$ cat src/verilog/ceis_pkg.sv
// Constants for the comparator edge interrupt selector
package ceis_pkg;

  // Bus geometry
  localparam int          ADR_W         = 18;
  localparam int          DAT_W         = 32;
  localparam int          IDX_W         = 16;
  localparam int          REG_W         = 8;

  // Register indices; byte address is four times the index
  localparam logic [15:0] IDX_RISE_LOW  = 16'hFF48;
  localparam logic [15:0] IDX_FALL_LOW  = 16'hFF49;
  localparam logic [15:0] IDX_RISE_HIGH = 16'hFF4A;
  localparam logic [15:0] IDX_FALL_HIGH = 16'hFF4B;
  localparam logic [15:0] IDX_IRQ_STAT  = 16'hFF4C;
  localparam logic [15:0] IDX_IRQ_MASK  = 16'hFF4D;

  // Reset values
  localparam logic [7:0]  EDGE_RST      = 8'h00;
  localparam logic [2:0]  STAT_RST      = 3'h0;
  localparam logic [2:0]  MASK_RST      = 3'h0;

  // Field layout
  localparam int          NUM_SRC       = 3;
  localparam int          SRC_BIT_FIRST = 6;
  localparam int          HIGH_IMPL_BIT = 0;
  localparam int          ENABLE_W      = 9;

endpackage : ceis_pkg

$ cat src/verilog/ceis_edge_detect.sv
// Synchroniser and selectable edge detector for one comparator output
`timescale 1ns/1ns
module ceis_edge_detect
  import ceis_pkg::*;
(
  // Clock and reset
  input  wire logic mclk,
  input  wire logic sys_rst,
  // Comparator level from the analog side
  input  wire logic cmpIn,
  // Edge selection
  input  wire logic riseEn,
  input  wire logic fallEn,
  // Request pulse
  output logic      irqPulse
);

  logic syncMetaReg;
  logic syncReg;
  logic prevReg;
  logic primeAReg;
  logic primeBReg;
  logic primedReg;
  logic irqReg;
  logic riseSeen;
  logic fallSeen;
  logic irqNext;

  // Analog level is asynchronous: two flops before use
  always_ff @(posedge mclk or posedge sys_rst) begin
    if (sys_rst) begin
      syncMetaReg <= 1'b0;
      syncReg     <= 1'b0;
    end else begin
      syncMetaReg <= cmpIn;
      syncReg     <= syncMetaReg;
    end
  end

  // Compare only once sync and previous stages hold real samples;
  // a high level at reset release must not look like an edge
  always_ff @(posedge mclk or posedge sys_rst) begin
    if (sys_rst) begin
      prevReg   <= 1'b0;
      primeAReg <= 1'b0;
      primeBReg <= 1'b0;
      primedReg <= 1'b0;
      irqReg    <= 1'b0;
    end else begin
      prevReg   <= syncReg;
      primeAReg <= 1'b1;
      primeBReg <= primeAReg;
      primedReg <= primeBReg;
      irqReg    <= irqNext;
    end
  end

  assign riseSeen = primedReg & syncReg & ~prevReg;
  assign fallSeen = primedReg & ~syncReg & prevReg;
  // Neither bit: off; one bit: that edge; both: either edge
  assign irqNext  = (riseEn & riseSeen) | (fallEn & fallSeen);
  assign irqPulse = irqReg;
endmodule : ceis_edge_detect

$ cat src/verilog/ceis_edge_select.sv
// Comparator edge interrupt selector with Wishbone register slave
//
// Our own choice: register access over Wishbone.
`timescale 1ns/1ns
// Functional notes
// Edge enables per comparator interrupt zero-two
// Rise and fall pairs share bit positions
// Registers byte writable and readable
// All enable registers reset to zero
// Enable pair selects none, fall, rise, both
// Bits six-eight drive comparator requests zero-two
// Software keeps upper register bits 1-7 zero
// Sampled level compared; one-cycle request on edge
module ceis_edge_select
  import ceis_pkg::*;
(
  // Clock and reset
  input  wire logic             mclk,
  input  wire logic             sys_rst,
  // Wishbone slave
  input  wire logic             wb_cyc_i,
  input  wire logic             wb_stb_i,
  input  wire logic             wb_we_i,
  input  wire logic [ADR_W-1:0] wb_adr_i,
  input  wire logic [3:0]       wb_sel_i,
  input  wire logic [DAT_W-1:0] wb_dat_i,
  output logic      [DAT_W-1:0] wb_dat_o,
  output logic                  wb_ack_o,
  // Comparator levels
  input  wire logic             comparator0Out,
  input  wire logic             comparator1Out,
  input  wire logic             comparator2Out,
  // Request pulses
  output logic                  comparator0Irq,
  output logic                  comparator1Irq,
  output logic                  comparator2Irq,
  // Summary interrupt
  output logic                  irqOut
);

  ////////////////////////////////////////////////////////////////////////
  // Declarations

  function automatic logic hitIdx(input logic [IDX_W-1:0] idx, input logic [IDX_W-1:0] want);
    hitIdx = (idx == want);
  endfunction : hitIdx

  logic [REG_W-1:0]    riseLowReg;
  logic [REG_W-1:0]    fallLowReg;
  logic                riseHighReg;
  logic                fallHighReg;
  logic [NUM_SRC-1:0]  statusReg;
  logic [NUM_SRC-1:0]  maskReg;
  logic                ackReg;
  logic [DAT_W-1:0]    datReg;

  logic                ackNext;
  logic                busWrite;
  logic                busRead;
  logic                laneWrite;
  logic [IDX_W-1:0]    regIdx;
  logic                selRiseLow;
  logic                selFallLow;
  logic                selRiseHigh;
  logic                selFallHigh;
  logic                selStat;
  logic                selMask;
  logic [REG_W-1:0]    readByte;
  logic [DAT_W-1:0]    datNext;
  logic [ENABLE_W-1:0] riseAll;
  logic [ENABLE_W-1:0] fallAll;
  logic [NUM_SRC-1:0]  riseSrc;
  logic [NUM_SRC-1:0]  fallSrc;
  logic [NUM_SRC-1:0]  cmpLevel;
  logic [NUM_SRC-1:0]  irqVec;
  logic [NUM_SRC-1:0]  statusNext;

  ////////////////////////////////////////////////////////////////////////
  // Bus decode

  // One wait state: ack the cycle after the strobe, drop it after
  assign ackNext     = wb_cyc_i & wb_stb_i & ~ackReg;
  assign busWrite    = ackNext & wb_we_i;
  assign busRead     = ackNext & ~wb_we_i;
  assign laneWrite   = busWrite & wb_sel_i[0];
  assign regIdx      = wb_adr_i[ADR_W-1:2];
  assign selRiseLow  = hitIdx(regIdx, IDX_RISE_LOW);
  assign selFallLow  = hitIdx(regIdx, IDX_FALL_LOW);
  assign selRiseHigh = hitIdx(regIdx, IDX_RISE_HIGH);
  assign selFallHigh = hitIdx(regIdx, IDX_FALL_HIGH);
  assign selStat     = hitIdx(regIdx, IDX_IRQ_STAT);
  assign selMask     = hitIdx(regIdx, IDX_IRQ_MASK);

  // Unmapped addresses still ack and read zero
  assign readByte =
      selRiseLow  ? riseLowReg :
      selFallLow  ? fallLowReg :
      selRiseHigh ? {{(REG_W-1){1'b0}}, riseHighReg} :
      selFallHigh ? {{(REG_W-1){1'b0}}, fallHighReg} :
      selStat     ? {{(REG_W-NUM_SRC){1'b0}}, statusReg} :
      selMask     ? {{(REG_W-NUM_SRC){1'b0}}, maskReg} :
                    EDGE_RST;
  assign datNext  = {{(DAT_W-REG_W){1'b0}}, readByte};

  always_ff @(posedge mclk or posedge sys_rst) begin
    if (sys_rst) begin
      ackReg <= 1'b0;
      datReg <= '0;
    end else begin
      ackReg <= ackNext;
      if (busRead) begin
        datReg <= datNext;
      end
    end
  end

  assign wb_ack_o = ackReg;
  assign wb_dat_o = datReg;

  ////////////////////////////////////////////////////////////////////////
  // Edge enable registers

  // Upper registers hold only bit 0; bits above are not stored
  always_ff @(posedge mclk or posedge sys_rst) begin
    if (sys_rst) begin
      riseLowReg  <= EDGE_RST;
      fallLowReg  <= EDGE_RST;
      riseHighReg <= EDGE_RST[HIGH_IMPL_BIT];
      fallHighReg <= EDGE_RST[HIGH_IMPL_BIT];
      maskReg     <= MASK_RST;
    end else if (laneWrite) begin
      if (selRiseLow) begin
        riseLowReg <= wb_dat_i[REG_W-1:0];
      end
      if (selFallLow) begin
        fallLowReg <= wb_dat_i[REG_W-1:0];
      end
      if (selRiseHigh) begin
        riseHighReg <= wb_dat_i[HIGH_IMPL_BIT];
      end
      if (selFallHigh) begin
        fallHighReg <= wb_dat_i[HIGH_IMPL_BIT];
      end
      if (selMask) begin
        maskReg <= wb_dat_i[NUM_SRC-1:0];
      end
    end
  end

  // Same bit position n in both pairs serves one source
  assign riseAll = {riseHighReg, riseLowReg};
  assign fallAll = {fallHighReg, fallLowReg};

  ////////////////////////////////////////////////////////////////////////
  // Edge detectors

  assign cmpLevel = {comparator2Out, comparator1Out, comparator0Out};

  genvar gi;
  generate
    for (gi = 0; gi < NUM_SRC; gi++) begin : g_src
      assign riseSrc[gi] = riseAll[SRC_BIT_FIRST+gi];
      assign fallSrc[gi] = fallAll[SRC_BIT_FIRST+gi];
      ceis_edge_detect u_det (
        .mclk     (mclk),
        .sys_rst  (sys_rst),
        .cmpIn    (cmpLevel[gi]),
        .riseEn   (riseSrc[gi]),
        .fallEn   (fallSrc[gi]),
        .irqPulse (irqVec[gi])
      );
    end
  endgenerate

  assign comparator0Irq = irqVec[0];
  assign comparator1Irq = irqVec[1];
  assign comparator2Irq = irqVec[2];

  ////////////////////////////////////////////////////////////////////////
  // Sticky status, read to clear

  // A new event in the clearing cycle survives: set wins
  assign statusNext = ((busRead & selStat) ? STAT_RST : statusReg) | irqVec;

  always_ff @(posedge mclk or posedge sys_rst) begin
    if (sys_rst) begin
      statusReg <= STAT_RST;
    end else begin
      statusReg <= statusNext;
    end
  end

  assign irqOut = |(statusReg & maskReg);
endmodule : ceis_edge_select

$ cat config.mk
export PLATFORM = sky130hd
export DESIGN_NAME = ceis_edge_select
export DESIGN_NICKNAME = d
export VERILOG_FILES = /design/src/verilog/ceis_pkg.sv /design/src/verilog/ceis_edge_detect.sv /design/src/verilog/ceis_edge_select.sv
export SDC_FILE = /design/constraint.sdc
export NUM_CORES = 1
export LEC_CHECK = 0
export BUFFER_PORTS_ARGS = -buffer_cell sky130_fd_sc_hd__buf_2
export CAP_MARGIN = 20
export CORE_MARGIN = 3
export CORE_UTILIZATION = 50
export CTS_CLUSTER_SIZE = 40
export DETAILED_ROUTE_END_ITERATION = 10
export GPL_TIMING_DRIVEN = 0
export PLACE_DENSITY = 0.82
export SLEW_MARGIN = 20
export SYNTH_ARGS = -nofsm -noshare
export SYNTH_HDL_FRONTEND = slang
export SYNTH_HIERARCHICAL = 1
export SYNTH_SLANG_ARGS = --single-unit
export TNS_END_PERCENT = 50
$ cat constraint.sdc
create_clock -name mclk -period 3.3 [get_ports mclk]
set_clock_uncertainty 0.05 [all_clocks]
set_input_delay 0.825 -clock mclk [delete_from_list [all_inputs] [get_ports mclk]]
set_output_delay 0.825 -clock mclk [all_outputs]
set_load 0.02 [all_outputs]
## Word-level counts from Yosys, hierarchy flattened

Index checks and enable logic that the tools add are counted.

- Add/subtract/negate cells: 0
- Multipliers: 0
- Div/mod/pow operators: 0
- Order comparisons: 0
- Eq/ne operators: 6
- Shift operators: 0
- Mux-type cells: 7
- Bitwise operators: 37
- Reductions and logical operators: 6

Operators by type and width:

| kind | number |
|---|---|
| 16-bit equality test (second input constant) | 6 |
| 1-bit bitwise AND | 24 |
| 8-bit 2-to-1 mux | 2 |
| 3-bit 2-to-1 mux | 5 |
| 2-bit AND reduction | 5 |
| 1-bit NOT | 8 |
| 3-bit bitwise AND | 1 |
| 1-bit bitwise OR | 3 |
| 3-bit bitwise OR | 1 |
| 3-bit OR reduction | 1 |

- Register bits: 48
- Latch bits: 0
- RAM bits: 0
- Memory bits (read-only): 0
- Input bits: 62
- Word-level logic and storage cells: 79
- Memories: 0

## Logic depth before layout (Yosys ltp)

- Depth in word-level cells: 7
- Mapped depth: 6

## Cells and area by module

The synthesis kept the hierarchy.

Modules (own cells, without submodules):

| module | instances | cells each | area each (um^2) |
|---|---|---|---|
| ceis_edge_select | 1 | 154 | 1830.5 |
| ceis_edge_detect | 3 | 12 | 203.9 |

## Least setup slack after synthesis

Ideal clock, no wire load.

- Kind: input to register
- Start: input port wb_adr_i[13]
- End: register fallLowReg[0]
- Setup time: 0.125 ns
- Arrival time: 1.952 ns
- Required time: 3.125 ns
- Setup slack: 1.173 ns
- Stages on the path: 4
- Buffers on the path: 0
- Path through: nand4_1 -> nor4_4 -> nand3_4 -> mux2_4

- Cells in the longest elaborated chain, start to end: 2

Ends and longest elaborated chain:

| element | line | source |
|---|---|---|
| from (decl) | ceis_edge_select.sv:24 | `input wire logic [ADR_W-1:0] wb_adr_i,` |
| 16-bit equality test | ceis_edge_select.sv:45 | `hitIdx = (idx == want);` |
| 2-bit AND reduction (no line) | n/a |  |
| to (signal assigned) | ceis_edge_select.sv:136 | `fallLowReg <= wb_dat_i[REG_W-1:0];` |
| to (decl) | ceis_edge_select.sv:49 | `logic [REG_W-1:0] fallLowReg;` |

No other way between the ends.
A chain may end at the register's enable or synchronous reset.

## Worst setup path in the final report

- Start: register statusReg[1]
- End: output port irqOut

- Cells in the longest elaborated chain, start to end: 2

Ends and longest elaborated chain:

| element | line | source |
|---|---|---|
| from (decl) | ceis_edge_select.sv:52 | `logic [NUM_SRC-1:0] statusReg;` |
| from (signal assigned) | ceis_edge_select.sv:189 | `statusReg <= statusNext;` |
| 3-bit bitwise AND | ceis_edge_select.sv:193 | `assign irqOut = \|(statusReg & maskReg);` |
| 3-bit OR reduction | ceis_edge_select.sv:193 |  |
| to (decl) | ceis_edge_select.sv:38 | `output logic irqOut` |

No other way between the ends.

==> summary.md <==
| Metric | Value |
|---|---|
| Final min period | `2.16 ns` |
| Asr flop ratio synth | `1.00` |
| Largest cells by area after synthesis | `dfrtp_1 55%, mux2_4 9.8%, buf_4 7.4%` |
| Setup tns final | `0 ns` |
| Fmax | `462 MHz` |
| Worst Hold Margin | `0.302 ns` |
| CTS Root Cell | `clkbuf_8` |
| GRT Util Overall | `0.164` |
| Post_cts resized | `0` |
| Worst setup path category | `flip-flop to output port` |
| Worst Tran Pin Value | `0.652 ns` |
| Final setup margin | `around 1.1 ns` |
| Dpl hpwl | `3310 um` |
| Die area | `~0.0058 sq mm` |
| Slowest-stage cell, CP | `dfrtp_1` |
| Leak pwr | `1.63 nW` |
| Post-Route WL | `between 4000 and 5000 um` |
| Ys flop type | `dfrtp_1` |
| Proportion of layout cells with a drive suffix above 1 | `0.398` |
| Final setup vio count | `0` |
| Clock Sinks | `between 50 and 60` |
| Nets@finish | `about 330` |
| Routability cong. | `between 0.7 and 0.8` |
| Logic pwr share | `0.088` |
| Hold Path Class | `flip-flop to flip-flop` |
| Vias in the first global route | `~1500` |
| DR WL/cell | `roughly 13 um` |
| Relative slew slack | `0.564` |
| Yosys warns | `6` |
| Peak VDD IR | `around 0.00035 V` |
| Post-Synthesis Cells | `between 150 and 200` |
| Antenna Diode Count | `0` |
| Mapped Area | `about 0.0024 sq mm` |
| IO Port Bufs | `between 40 and 50` |
| Largest net degree at the start of global routing | `34` |
| Status | `finished clean` |
| Hold Fails Final Rpt | `0` |
| Startpoint types | `flip-flop` |
| Yosys reg bits | `54` |
| Initial DRC count | `97` |
| Dpl ws | `0.874 ns` |
| Slew Limit Fails | `0` |
| Switching part of the total power | `0.214` |
| DRC violations left | `0` |
| Fill cells | `roughly 380` |
| Gr ovfl total | `0` |
| Initial antenna violation count | `0` |
| PwrDens | `between 400 and 500 mW/mm^2` |
| Sequential share of the synthesized area | `0.553` |
| Clock Latency Late Sink | `0.30 ns` |
| Avg Cell Area, Syn | `about 13 sq um` |
| CP max stage delay | `0.43 ns` |
| Unique cell type count in the Yosys netlist | `33` |
| Die Span Y | `75.9 um` |
| CP cell instances | `a222oi_1 -> inv_1 -> buf_2` |
| Switching power | `around 260 uW` |
| Initial core utilization | `0.539` |
| Clk pwr share | `0.356` |
| Hold-fix buffers at CTS | `0` |
| Clk pin slew, worst setup/hold paths | `0.08 ns` |
| Die span in x | `75.9 um` |
| First-pass GRT wire length | `around 7000 um` |
| Clock Tree Buf Depth | `2` |
| Antenna viol nets, final | `0` |
| Synth top area share | `0.553` |
| Multi-input logic area | `948 sq um` |
| Final Cycle Share | `0.656` |
| Crit path arrival time | `roughly 1.3 ns` |
| Drt pass-1 iters | `4` |
| Postcts setup bufs | `0` |
| Sequential share of power | `0.556` |
| Pint | `about 960 uW` |
| Layout area overhead | `20.5%` |
| Inserted Clock Buffers | `5` |
| CP Max Fanout | `3` |
| CTS tree | `done` |
| Dominant cell type by area after synthesis | `dfrtp_1` |
| Vias | `between 1500 and 2000` |
| MaxCap Viol Count | `0` |
| Core Region | `0.00453 sq mm` |
| Post-synth EDFFs | `0` |
| Leading post-synthesis cells by instance count | `54 x dfrtp_1, 24 x buf_4, 16 x mux2_4, 14 x nand4_1, 13 x nand2_1` |
| Unrepaired setup endpoints after global routing | `false` |
| Flip-flop and latch area | `around 0.0014 sq mm` |
| Row count | `24` |
| Ports | `between 90 and 100` |
| # H-tree levels | `2` |
| Avg Vias per Cell | `4.83` |
| Top-count cell post-synth | `dfrtp_1` |
| Critical Path Sink Type | `output port` |
| WP data required | `between 2 and 2.5 ns` |
==> flip-flops by register name, summed over array words and instances (netlist names) <==
register	cells
maskReg	3
fallLowReg	8
g_src.u_det/prevReg	3
wb_ack_o	1
g_src.u_det/irqPulse	3
g_src.u_det/syncReg	3
wb_dat_o	8
g_src.u_det/syncMetaReg	3
riseLowReg	8
g_src.u_det/primeBReg	3
statusReg	3
g_src.u_det/primeAReg	3
riseHighReg	1
g_src.u_det/primedReg	3
fallHighReg	1
==> worst max-delay path: cells and delay by family, from the launching register on <==
family	cells	cell delay [ns]
compound gates	1	0.35
flops	1	0.43
buf+inv	2	0.22
==> layer usage <==
layer  vias up  global-route usage  share of wire
met5         -                   0              0
met4         0              0.0524          0.018
met3        13              0.0435          0.070
met2        64               0.274           0.50
met1       745               0.207           0.41
li1        768                   -              -
==> power by group through the flow <==
stage          clock network (mW)  registers, mW  logic, mW
5_1_grt                     0.466          0.679      0.119
2_1_floorplan                   0          0.690     0.0754
6_report                    0.434          0.678      0.107
4_1_cts                     0.445          0.678      0.107
3_3_place_gp                    0          0.690      0.105
3_5_place_dp                    0          0.691      0.107
==> area by class of cell <==
type,instances,area share
Sequential cell,54,0.459
Multi-Input combinational cell,123,0.322
Timing Repair Buffer,44,0.0748
Buffer,29,0.0689
Clock buffer,6,0.0281
Tap cell,65,0.0276
Clock inverter,1,0.0102
Inverter,7,0.00893
==> metrics by stage <==
stage,cell area (sq um),power [mW],utilization,instances
2_1_floorplan,2530,0.766,-,213
3_3_place_gp,2830,0.795,0.624,322
3_5_place_dp,2830,0.798,0.624,322
4_1_cts,2940,1.23,0.649,329
5_1_grt,2940,1.27,0.649,329
6_report,2940,1.22,0.649,329
==> path summary, 6_finish.rpt <==
check                                    startpoint                        to  slack (ns)  cells after the start
setup / recovery                       statusReg[1]                    irqOut        1.14                      3
hold / removal             g_src[0].u_det/primeBReg  g_src[0].u_det/primedReg        0.30                      0
setup reg to reg                           wb_ack_o             fallLowReg[4]        1.43                      4
hold reg to reg            g_src[0].u_det/primeBReg  g_src[0].u_det/primedReg        0.30                      0
max in group asynchronous                   sys_rst             fallLowReg[4]        2.18                      2
min in group asynchronous                   sys_rst  g_src[2].u_det/primedReg        0.42                      2
==> cells in the final DEF (no fill, tap or decap), types with 3 or more instances in the layout <==
master / netlist / routed
a21o_1: 3 / 3
buf_2: 3 / 47
buf_4: 24 / 24
clkbuf_8: 0 / 6
conb_1: 4 / 27
dfrtp_1: 54 / 54
inv_1: 7 / 6
mux2_1: 5 / 5
mux2_4: 16 / 16
mux2i_1: 4 / 4
nand2_1: 13 / 13
nand3_1: 5 / 5
nand4_1: 14 / 14
nand4b_1: 7 / 7
nor2_1: 3 / 3
o21ai_0: 4 / 4
==> cells by family after synthesis <==
family / Yosys count / share of synthesized area
flip-flops: 54 / 0.553
AO/OA/AOI/OAI: 11 / 0.0292
other: 4 / 0.00615
buffers and inverters: 36 / 0.0937
multiplexers: 27 / 0.147
AND/OR/NAND/NOR: 58 / 0.171
No activity file was read; power rests on OpenSTA's default activity.
